--- src/logic/switch_config_params.svh ---
// Offsets, field positions, reset values and timing counts
`ifndef SWITCH_CONFIG_PARAMS_SVH
`define SWITCH_CONFIG_PARAMS_SVH

// -----------------------------------------------------------------
// Register byte offsets
// -----------------------------------------------------------------
`define STATUS_OFFSET      8'h00
`define CONTROL_OFFSET     8'h04
`define PULSE_COUNT_OFFSET 8'h08

// -----------------------------------------------------------------
// Status register fields
// -----------------------------------------------------------------
`define ST_RATE_LSB        0
`define ST_RATE_BAD_BIT    2
`define ST_ADDR_BAD_BIT    3
`define ST_ONLINE_BIT      4
`define ST_GATE_BIT        5
`define ST_QUARTER_BIT     6
`define ST_RUN_BIT         7
`define ST_NODE_LSB        8

// -----------------------------------------------------------------
// Control register fields and reset value
// -----------------------------------------------------------------
`define CT_NET_REQ_BIT     0
`define CONTROL_RESET      1'b1

// -----------------------------------------------------------------
// Pin vector layout
// -----------------------------------------------------------------
`define PIN_RATE_LSB       0
`define PIN_TENS_LSB       2
`define PIN_UNITS_LSB      6
`define PIN_DIV_LSB        10
`define PIN_GATE_BIT       14
`define PIN_A_BIT          15

// -----------------------------------------------------------------
// Switch defaults and decode values
// -----------------------------------------------------------------
`define RATE_DEFAULT       2'h2
`define TENS_DEFAULT       4'h6
`define UNITS_DEFAULT      4'h3
`define DIV_DEFAULT        4'h3
`define GATE_DEFAULT       1'b1
`define DIV_HALF_POS       4'h1
`define NODE_MIN           8'h01
`define NODE_MAX           8'h3f
`define DIGIT_MAX          4'h9

// -----------------------------------------------------------------
// Timing
// -----------------------------------------------------------------
`define CLK_PERIOD_NS      25
`define SETTLE_NS          1000
`define SETTLE_CYCLES \
  ((`SETTLE_NS + `CLK_PERIOD_NS - 1) / `CLK_PERIOD_NS)

`endif

--- src/logic/switch_config_pkg.sv ---
// Types shared by the switch decoder and its pulse divider
package switch_config_pkg;

  typedef enum logic [1:0] {
    RATE_125K  = 2'b00,
    RATE_250K  = 2'b01,
    RATE_500K  = 2'b10,
    RATE_NONE  = 2'b11
  } rate_type;

  typedef enum logic {
    PHASE_INIT = 1'b0,
    PHASE_RUN  = 1'b1
  } phase_type;

endpackage
--- src/logic/pulse_link_if.sv ---
// Carrier between the decoder and the pulse divider
`timescale 1ns/100ps
interface pulse_link_if;
  logic pulse_edge;
  logic quarter;
  logic divided;

  modport src (output pulse_edge, output quarter, input divided);
  modport div (input pulse_edge, input quarter, output divided);
endinterface

--- src/logic/pulse_divider.sv ---
// Divides gated A-phase edges by two or by four
`timescale 1ns/100ps
module pulse_divider
  import switch_config_pkg::*;
(
  input  wire logic    pclk,
  input  wire logic    presetn,
  pulse_link_if.div    link
);

  typedef struct packed {
    logic half_seen;
    logic out;
  } div_state_type;

  div_state_type r;
  div_state_type r_next;

  always_comb begin
    r_next = r;
    if (link.pulse_edge) begin
      if (!link.quarter || r.half_seen) begin
        r_next.out       = ~r.out;
        r_next.half_seen = 1'b0;
      end else begin
        r_next.half_seen = 1'b1;
      end
    end
  end

  always_ff @(posedge pclk or negedge presetn) begin
    if (!presetn) begin
      r <= '0;
    end else begin
      r <= r_next;
    end
  end

  assign link.divided = r.out;

  // -----------------------------------------------------------------
  // Checks
  // -----------------------------------------------------------------
  half_ratio_a: assert property (
    @(posedge pclk) disable iff (!presetn)
    (link.pulse_edge && !link.quarter) |=> (r.out != $past(r.out)))
    else $error("half ratio did not toggle on every edge");

  quarter_ratio_a: assert property (
    @(posedge pclk) disable iff (!presetn)
    (link.pulse_edge && link.quarter) |=>
      ((r.out != $past(r.out)) == $past(r.half_seen)))
    else $error("quarter ratio toggled on wrong edge");

  no_edge_hold_a: assert property (
    @(posedge pclk) disable iff (!presetn)
    !link.pulse_edge |=> $stable(r.out))
    else $error("divided output moved without an edge");

endmodule

--- src/logic/switch_config_decoder.sv ---
// Setting switch decoder: network rate, node address, pulse path
//
// Behaviour
// Rate captured at power-up only
// Rate bits decode 125k, 250k, 500k, prohibited
// Rate default gives 500 kbit/s
// Node address from tens and units digits
// Operator keeps node address within 1..63
// Node address default is 63
// Gate switch off blocks encoder pulses
// Gate switch default is on
// Divider position 3 gives quarter frequency
// Divider position 1 gives half frequency
// Divider default position is 3
// Divided output derives from A-phase only
// Bad rate or address: offline, fault raised
// Other divider positions behave as quarter
`timescale 1ns/100ps
`include "switch_config_params.svh"
module switch_config_decoder
  import switch_config_pkg::*;
(
  input  wire logic        pclk,
  input  wire logic        presetn,
  input  wire logic        psel,
  input  wire logic        penable,
  input  wire logic        pwrite,
  input  wire logic [7:0]  paddr,
  input  wire logic [31:0] pwdata,
  output wire logic [31:0] prdata,
  output wire logic        pready,
  output wire logic        pslverr,
  input  wire logic [1:0]  rate_select_switch,
  input  wire logic [3:0]  node_id_tens_switch,
  input  wire logic [3:0]  node_id_units_switch,
  input  wire logic [3:0]  pulse_divider_switch,
  input  wire logic        encoder_gate_switch,
  input  wire logic        encoder_a_in,
  output wire logic [1:0]  net_rate_code,
  output wire logic [7:0]  node_address,
  output wire logic        net_enable,
  output wire logic        config_fault,
  output wire logic        config_done,
  output wire logic        divided_pulse_out
);

  localparam int PIN_W = 16;
  localparam int SETTLE_W = 6;
  localparam logic [SETTLE_W-1:0] SETTLE_LAST =
    SETTLE_W'(`SETTLE_CYCLES - 1);

  // -----------------------------------------------------------------
  // State
  // -----------------------------------------------------------------
  typedef struct packed {
    phase_type          phase;
    logic [SETTLE_W-1:0] settle;
    logic [PIN_W-1:0]   s1;
    logic [PIN_W-1:0]   s2;
    logic [PIN_W-1:0]   s3;
    logic [PIN_W-1:0]   pins;
    logic               a_prev;
    logic               edge_p;
    logic [1:0]         rate;
    logic               rate_bad;
    logic [7:0]         node;
    logic               addr_bad;
    logic               fault;
    logic               online;
    logic               net_req;
    logic               quarter;
    logic               pulse_out;
    logic [15:0]        pcount;
    logic               pready;
    logic               pslverr;
    logic [31:0]        prdata;
  } state_type;

  // Switch defaults reach the pin stages at reset
  localparam logic [PIN_W-1:0] PIN_RESET = {
    1'b0, `GATE_DEFAULT, `DIV_DEFAULT,
    `UNITS_DEFAULT, `TENS_DEFAULT,
    `RATE_DEFAULT
  };

  localparam state_type RESET_STATE = '{
    phase:     PHASE_INIT,
    settle:    '0,
    s1:        PIN_RESET,
    s2:        PIN_RESET,
    s3:        PIN_RESET,
    pins:      PIN_RESET,
    a_prev:    1'b0,
    edge_p:    1'b0,
    rate:      `RATE_DEFAULT,
    rate_bad:  1'b0,
    node:      8'h3f,
    addr_bad:  1'b0,
    fault:     1'b0,
    online:    1'b0,
    net_req:   `CONTROL_RESET,
    quarter:   1'b1,
    pulse_out: 1'b0,
    pcount:    16'h0000,
    pready:    1'b0,
    pslverr:   1'b0,
    prdata:    32'h0000_0000
  };

  state_type r;
  state_type r_next;

  pulse_link_if link ();

  // -----------------------------------------------------------------
  // Helpers
  // -----------------------------------------------------------------
  function automatic logic digit_ok(input logic [3:0] d);
    digit_ok = (d <= `DIGIT_MAX);
  endfunction

  function automatic logic [7:0] digit_wide(input logic [3:0] d);
    digit_wide = {4'h0, d};
  endfunction

  // -----------------------------------------------------------------
  // Next state
  // -----------------------------------------------------------------
  logic [PIN_W-1:0] pin_raw;
  logic [PIN_W-1:0] pin_agree;
  logic [3:0]       tens;
  logic [3:0]       units;
  logic [3:0]       div_pos;
  logic             gate;
  logic [7:0]       node_val;
  logic             node_bad;
  logic             apb_go;

  assign pin_raw = {encoder_a_in, encoder_gate_switch,
                    pulse_divider_switch, node_id_units_switch,
                    node_id_tens_switch, rate_select_switch};

  always_comb begin
    r_next = r;

    // Three-stage pin sampling; a bit moves once stages two and
    // three agree, which filters a single-cycle glitch.
    r_next.s1 = pin_raw;
    r_next.s2 = r.s1;
    r_next.s3 = r.s2;
    pin_agree = ~(r.s2 ^ r.s3);
    r_next.pins = (r.s3 & pin_agree) | (r.pins & ~pin_agree);

    tens    = r.pins[`PIN_TENS_LSB +: 4];
    units   = r.pins[`PIN_UNITS_LSB +: 4];
    div_pos = r.pins[`PIN_DIV_LSB +: 4];
    gate    = r.pins[`PIN_GATE_BIT];

    // Address recomputed live; a digit above nine is never valid
    node_val = 8'(digit_wide(tens) * 8'd10) + digit_wide(units);
    node_bad = !digit_ok(tens) || !digit_ok(units) ||
               (node_val < `NODE_MIN) || (node_val > `NODE_MAX);
    r_next.node     = node_val;
    r_next.addr_bad = node_bad;

    // Rate taken once after the pins have settled
    case (r.phase)
      PHASE_INIT: begin
        r_next.settle = r.settle + SETTLE_W'(1);
        if (r.settle == SETTLE_LAST) begin
          r_next.phase    = PHASE_RUN;
          r_next.rate     = r.pins[`PIN_RATE_LSB +: 2];
          r_next.rate_bad =
            (r.pins[`PIN_RATE_LSB +: 2] == RATE_NONE);
        end
      end
      PHASE_RUN: begin
        r_next.settle = r.settle;
      end
      default: begin
        r_next.phase = PHASE_INIT;
      end
    endcase

    r_next.fault  = r_next.rate_bad || node_bad;
    r_next.online = (r_next.phase == PHASE_RUN) && r.net_req &&
                    !r_next.fault;

    // Only the A-phase edge drives the divider
    r_next.a_prev = r.pins[`PIN_A_BIT];
    r_next.edge_p = gate && r.pins[`PIN_A_BIT] && !r.a_prev;
    if (r.edge_p) begin
      r_next.pcount = r.pcount + 16'h0001;
    end

    // Unsupported positions fall back to quarter
    r_next.quarter = (div_pos != `DIV_HALF_POS);
    r_next.pulse_out = link.divided;

    // APB slave: one wait state, answer in the second access cycle
    apb_go = psel && penable && !r.pready;
    r_next.pready  = apb_go;
    r_next.pslverr = 1'b0;
    r_next.prdata  = 32'h0000_0000;
    if (apb_go) begin
      case (paddr)
        `STATUS_OFFSET: begin
          r_next.prdata[`ST_RATE_LSB +: 2]  = r.rate;
          r_next.prdata[`ST_RATE_BAD_BIT]   = r.rate_bad;
          r_next.prdata[`ST_ADDR_BAD_BIT]   = r.addr_bad;
          r_next.prdata[`ST_ONLINE_BIT]     = r.online;
          r_next.prdata[`ST_GATE_BIT]       = gate;
          r_next.prdata[`ST_QUARTER_BIT]    = r.quarter;
          r_next.prdata[`ST_RUN_BIT]        = (r.phase == PHASE_RUN);
          r_next.prdata[`ST_NODE_LSB +: 8]  = r.node;
        end
        `CONTROL_OFFSET: begin
          r_next.prdata[`CT_NET_REQ_BIT] = r.net_req;
        end
        `PULSE_COUNT_OFFSET: begin
          r_next.prdata[15:0] = r.pcount;
        end
        default: begin
          r_next.pslverr = 1'b1;
        end
      endcase
    end

    // Write lands on the edge at which the master sees pready
    if (psel && penable && r.pready && pwrite &&
        (paddr == `CONTROL_OFFSET)) begin
      r_next.net_req = pwdata[`CT_NET_REQ_BIT];
    end
  end

  always_ff @(posedge pclk or negedge presetn) begin
    if (!presetn) begin
      r <= RESET_STATE;
    end else begin
      r <= r_next;
    end
  end

  // -----------------------------------------------------------------
  // Divider and outputs
  // -----------------------------------------------------------------
  assign link.pulse_edge = r.edge_p;
  assign link.quarter    = r.quarter;

  pulse_divider u_divider (
    .pclk    (pclk),
    .presetn (presetn),
    .link    (link)
  );

  assign prdata            = r.prdata;
  assign pready            = r.pready;
  assign pslverr           = r.pslverr;
  assign net_rate_code     = r.rate;
  assign node_address      = r.node;
  assign net_enable        = r.online;
  assign config_fault      = r.fault;
  assign config_done       = r.phase; // Run phase is code 1
  assign divided_pulse_out = r.pulse_out;

  // -----------------------------------------------------------------
  // Checks
  // -----------------------------------------------------------------
  rate_hold_a: assert property (
    @(posedge pclk) disable iff (!presetn)
    (r.phase == PHASE_RUN) |=> ($stable(r.rate) && $stable(r.rate_bad)))
    else $error("rate changed after capture");

  rate_decode_a: assert property (
    @(posedge pclk) disable iff (!presetn)
    (r.phase == PHASE_RUN) |-> (r.rate_bad == (r.rate == RATE_NONE)))
    else $error("prohibited rate not flagged");

  node_form_a: assert property (
    @(posedge pclk) disable iff (!presetn)
    ##1 (r.node == 8'(digit_wide($past(r.pins[`PIN_TENS_LSB +: 4]))
      * 8'd10) + digit_wide($past(r.pins[`PIN_UNITS_LSB +: 4]))))
    else $error("node address not tens times ten plus units");

  node_range_a: assert property (
    @(posedge pclk) disable iff (!presetn)
    ((r.node < `NODE_MIN) || (r.node > `NODE_MAX)) |-> r.fault)
    else $error("out of range address without fault");

  fault_offline_a: assert property (
    @(posedge pclk) disable iff (!presetn)
    r.fault |-> !r.online)
    else $error("online while configuration faulty");

  gate_block_a: assert property (
    @(posedge pclk) disable iff (!presetn)
    !r.pins[`PIN_GATE_BIT] |=> !r.edge_p)
    else $error("pulse passed with gate off");

  ratio_select_a: assert property (
    @(posedge pclk) disable iff (!presetn)
    (r.pins[`PIN_DIV_LSB +: 4] != `DIV_HALF_POS) |=> r.quarter)
    else $error("unsupported position not quarter");

  apb_answer_a: assert property (
    @(posedge pclk) disable iff (!presetn)
    (psel && penable && !r.pready) |=> (r.pready ##1 !r.pready))
    else $error("apb answer not a single cycle");

  fault_source_a: assert property (
    @(posedge pclk) disable iff (!presetn)
    r.fault == (r.rate_bad || r.addr_bad))
    else $error("fault flag not from rate or address");

  online_need_a: assert property (
    @(posedge pclk) disable iff (!presetn)
    r.online |-> ((r.phase == PHASE_RUN) && !r.rate_bad && !r.addr_bad))
    else $error("online before capture or with a fault");

  phase_rise_a: assert property (
    @(posedge pclk) disable iff (!presetn)
    r.edge_p |-> ($past(r.pins[`PIN_A_BIT]) && !$past(r.a_prev) &&
                  $past(r.pins[`PIN_GATE_BIT])))
    else $error("edge pulse without a gated A-phase rise");

  half_select_a: assert property (
    @(posedge pclk) disable iff (!presetn)
    (r.pins[`PIN_DIV_LSB +: 4] == `DIV_HALF_POS) |=> !r.quarter)
    else $error("position one did not select half");

  rate_capture_a: assert property (
    @(posedge pclk) disable iff (!presetn)
    ((r.phase == PHASE_INIT) && (r.settle == SETTLE_LAST)) |=>
      ((r.phase == PHASE_RUN) &&
       (r.rate == $past(r.pins[`PIN_RATE_LSB +: 2]))))
    else $error("rate not taken at end of settling");

  slverr_pair_a: assert property (
    @(posedge pclk) disable iff (!presetn)
    r.pslverr |-> r.pready)
    else $error("error response outside an answer cycle");

  read_idle_a: assert property (
    @(posedge pclk) disable iff (!presetn)
    !r.pready |-> (r.prdata == 32'h0000_0000))
    else $error("read data not zero outside answer");

  control_write_a: assert property (
    @(posedge pclk) disable iff (!presetn)
    (psel && penable && r.pready && pwrite &&
     (paddr == `CONTROL_OFFSET)) |=>
      (r.net_req == $past(pwdata[`CT_NET_REQ_BIT])))
    else $error("control write did not land at the answer edge");

endmodule

--- config.mk ---
export PLATFORM = sky130hd
export DESIGN_NAME = switch_config_decoder
export DESIGN_NICKNAME = d
export VERILOG_FILES = /design/src/logic/switch_config_pkg.sv /design/src/logic/pulse_link_if.sv /design/src/logic/pulse_divider.sv /design/src/logic/switch_config_decoder.sv
export VERILOG_INCLUDE_DIRS = /design/src /design/src/logic
export SDC_FILE = /design/constraint.sdc
export NUM_CORES = 1
export LEC_CHECK = 0
export BUFFER_PORTS_ARGS = -buffer_cell sky130_fd_sc_hd__buf_4
export CAP_MARGIN = 20
export CORE_MARGIN = 2
export CORE_UTILIZATION = 58
export DETAILED_ROUTE_END_ITERATION = 10
export HOLD_SLACK_MARGIN = 0.15
export PLACE_DENSITY = 0.9
export SYNTH_ARGS = -nofsm -noshare
export SYNTH_HDL_FRONTEND = slang
export SYNTH_SLANG_ARGS = --single-unit
--- constraint.sdc ---
create_clock -name pclk -period 6.4 [get_ports pclk]
set_input_delay 1.28 -clock pclk [delete_from_list [all_inputs] [get_ports pclk]]
set_output_delay 1.28 -clock pclk [all_outputs]
set_load 0.05 [all_outputs]
==> results by group <==
Worst hold path
  – Hold path depth: 0
  – Hold Path Class: reg -> reg

Critical path
  – Critical path's largest stage delay: 0.56 ns
  – Setup crit end kind: flip-flop
  – Slowest CP cell: fa_1
  – Critical path type: reg -> reg
  – CP arrival: approximately 3.6 ns
  – CP cell instances: ha_1, ha_1, fa_1, nand2_2, or3_4, o311a_1, or4b_1
  – Worst setup SP type: flip-flop
  – Reg2reg path depth: 7
  – Most Frequent Cell on Critical Path: ha_1
  – Crit-path max FO: 8
  – CP required: 6.78 ns

STA
  – Period utilization: 0.497
  – Fmax: around 310 MHz
  – Fin Setup TNS: 0 ns
  – Count of final setup violators: 0
  – Relative slew margins: 0.456
  – Slew at the pin closest to its max-slew limit: ~0.82 ns
  – Min cycle time layout: 3.18 ns
  – Final hold viol count: 0
  – Setup ws final: 3.22 ns
  – Skew final: approximately 0.013 ns
  – Min Hold Slack: 0.345 ns
  – RSZ-0062 raised after global routing: false
  – Final Max Slew Viols: 0

Finish
  – # nets final: between 400 and 500
  – Final instance area: roughly 5700 um2
  – Diode count: 0
  – Share of cells above drive strength 1: 0.346
  – Non-Filler Instances: around 520
  – Most frequent cells in the layout: 85 x dfrtp_1, 64 x buf_4, 41 x dfstp_2, 28 x nor2_1
  – Commonest non-fill, non-tap cell in the layout: dfrtp_1
  – Area Overhead vs Synth: 18.5%
  – Final core utilization: 0.702

GRT
  – Initial antenna violation count: 0
  – GR Overflow Total: 0
  – Global-route wire length before repair: 13200 um
  – Largest net degree at the start of global routing: 70
  – GRT Total Usage: 0.200
  – Vias in the first global route: 2711

Synth
  – Avg Inst Size Synth: between 10 and 15 um2
  – Register bit total from synthesis: roughly 130
  – Post-Synthesis Cells: approximately 360
  – Cell variety after synth: between 40 and 50
  – Top_reg_cell synth: dfrtp_1
  – EDFF count, synth: 0
  – Mapped Area: ~4800 um2
  – Ys async rst share: 1.00
  – Register area share after synthesis: 0.661
  – Warnings, synthesis: 0

Power and ir drop
  – Clock power frac: 0.413
  – Design internal power: ~1.6 mW
  – Net Sw Frac: 0.267
  – LEAKAGE: 2.59 nW
  – Flop pwr share: 0.445
  – Tot Pwr: about 2.1 mW
  – Psw: around 570 uW
  – Combinational share of power: 0.142
  – Pwr Density: 374 nW/um2
  – VDD IR max: around 0.26 mV

Floorplanning
  – Rows: 33
  – Die Wd: approximately 95 um
  – Die height: between 90 and 100 um
  – Top Ports: approximately 110
  – Core area: 8180 um2
  – Die ar.: roughly 9100 um2
  – Starting Density: 0.593

Clock network
  – Hold-fix buffers at CTS: 0
  – Worst-Skew Late Latency: 0.52 ns
  – Worst-path clk slew: approximately 0.05 ns
  – Root Driver: clkbuf_8
  – Post-cts resize count: 0
  – H-tree depth: 4
  – Clk sink count: 126
  – Clock Path Buffers: 2
  – CTS buffer count: 17
  – Post-CTS setup buffer count: 0
  – Clock tree from TritonCTS: yes

Detailed routing
  – # DRC: 0
  – DRT iter0 DRCs: roughly 190
  – Final wirelength: around 8100 um
  – First-pass detailed-route iteration total: 5
  – Via Count: between 2000 and 3000
  – Wire length per cell: roughly 16 um
  – Vias per cell: just over 5
  – Post-route ant nets: 0

Placement
  – DP HPWL: just over 5000 um
  – Placer Congestion: just over 0.8
  – Port Buf Inserts: ~60
  – Placed Cells: between 400 and 500
  – Pre-CTS setup slack: about 3.3 ns
  – Post-DP Area: 5170 um2

Job
  – Max Cap Viol: 0

Status
  – Outcome: complete, no violations
worst max-delay path, delay by kind of cell (launching register included):
family                     cells  cell delay, ns
AOI/OAI and AO/OA              1            0.38
DFF                            1            0.54
adders and majority gates      3            1.10
and+or+nand+nor                3            1.03
metal layers:
layer / global-route usage / share of wire / vias to the layer above
met5: 0 / 0 / -
met4: 0.0976 / 0.018 / 0
met3: 0.0814 / 0.064 / 20
met2: 0.323 / 0.53 / 100
met1: 0.232 / 0.39 / 1298
li1: - / - / 1262
cell type report:
type	count	area [um2]
Clock buffer	27	512
Clock inverter	5	55.1
Fill cell	539	2430
Inverter	10	37.5
Multi-Input combinational cell	187	1320
Sequential cell	126	3200
Tap cell	105	131
Timing Repair Buffer	64	480
cell usage after synthesis, types with 2 or more instances:
| library cell | count | area share |
|---|---|---|
| nor3_1 | 6 | 0.0062 |
| clkbuf_1 | 5 | 0.0039 |
| nand3_1 | 5 | 0.0052 |
| mux2i_1 | 2 | 0.0041 |
| inv_1 | 10 | 0.0077 |
| a31oi_1 | 2 | 0.0026 |
| a21boi_0 | 2 | 0.0031 |
| maj3_1 | 16 | 0.033 |
| fa_1 | 2 | 0.0083 |
| xnor2_1 | 16 | 0.029 |
| a21oi_1 | 4 | 0.0041 |
| dfstp_2 | 41 | 0.22 |
| nand4_1 | 9 | 0.012 |
| nand4b_1 | 2 | 0.0036 |
| xor2_1 | 11 | 0.020 |
| mux2_2 | 6 | 0.014 |
| nor4_1 | 3 | 0.0039 |
| o21ai_0 | 4 | 0.0041 |
| ha_1 | 9 | 0.023 |
| dfrtp_1 | 85 | 0.44 |
| nand2_1 | 11 | 0.0085 |
| nor2_1 | 28 | 0.022 |
| buf_4 | 42 | 0.065 |
| nor2b_1 | 2 | 0.0026 |
| a22oi_1 | 15 | 0.023 |
worst paths after layout:
path	start	end	slack, ns
max	flip-flop	config_fault	3.22
max reg2reg	flip-flop	config_fault	3.22
max in group asynchronous	presetn	net_enable	4.33
min reg2reg	r[125]	r[109]	0.35
min	r[125]	r[109]	0.35
min in group asynchronous	presetn	r[117]	0.79
power by group through the flow:
stage	Combinational, mW	Sequential, mW	Clock [mW]
2_1_floorplan	0.231	0.957	0
3_3_place_gp	0.289	0.958	0
3_5_place_dp	0.302	0.963	0
4_1_cts	0.307	0.954	0.904
5_1_grt	0.329	0.962	0.946
6_report	0.306	0.954	0.886
logic make-up (layout without fill, tap and decap cells):
group / after synthesis / after routing / share of synthesized area
other cells: 1 / 16 / 0.000774
flops: 126 / 126 / 0.661
compound gates: 32 / 32 / 0.0457
mux: 8 / 8 / 0.0181
simple gates: 77 / 77 / 0.0831
xor+xnor: 27 / 27 / 0.0488
fa+ha+maj: 27 / 27 / 0.0645
buf+inv: 58 / 106 / 0.0777
Note: power is estimated with default switching activity, not from simulation.
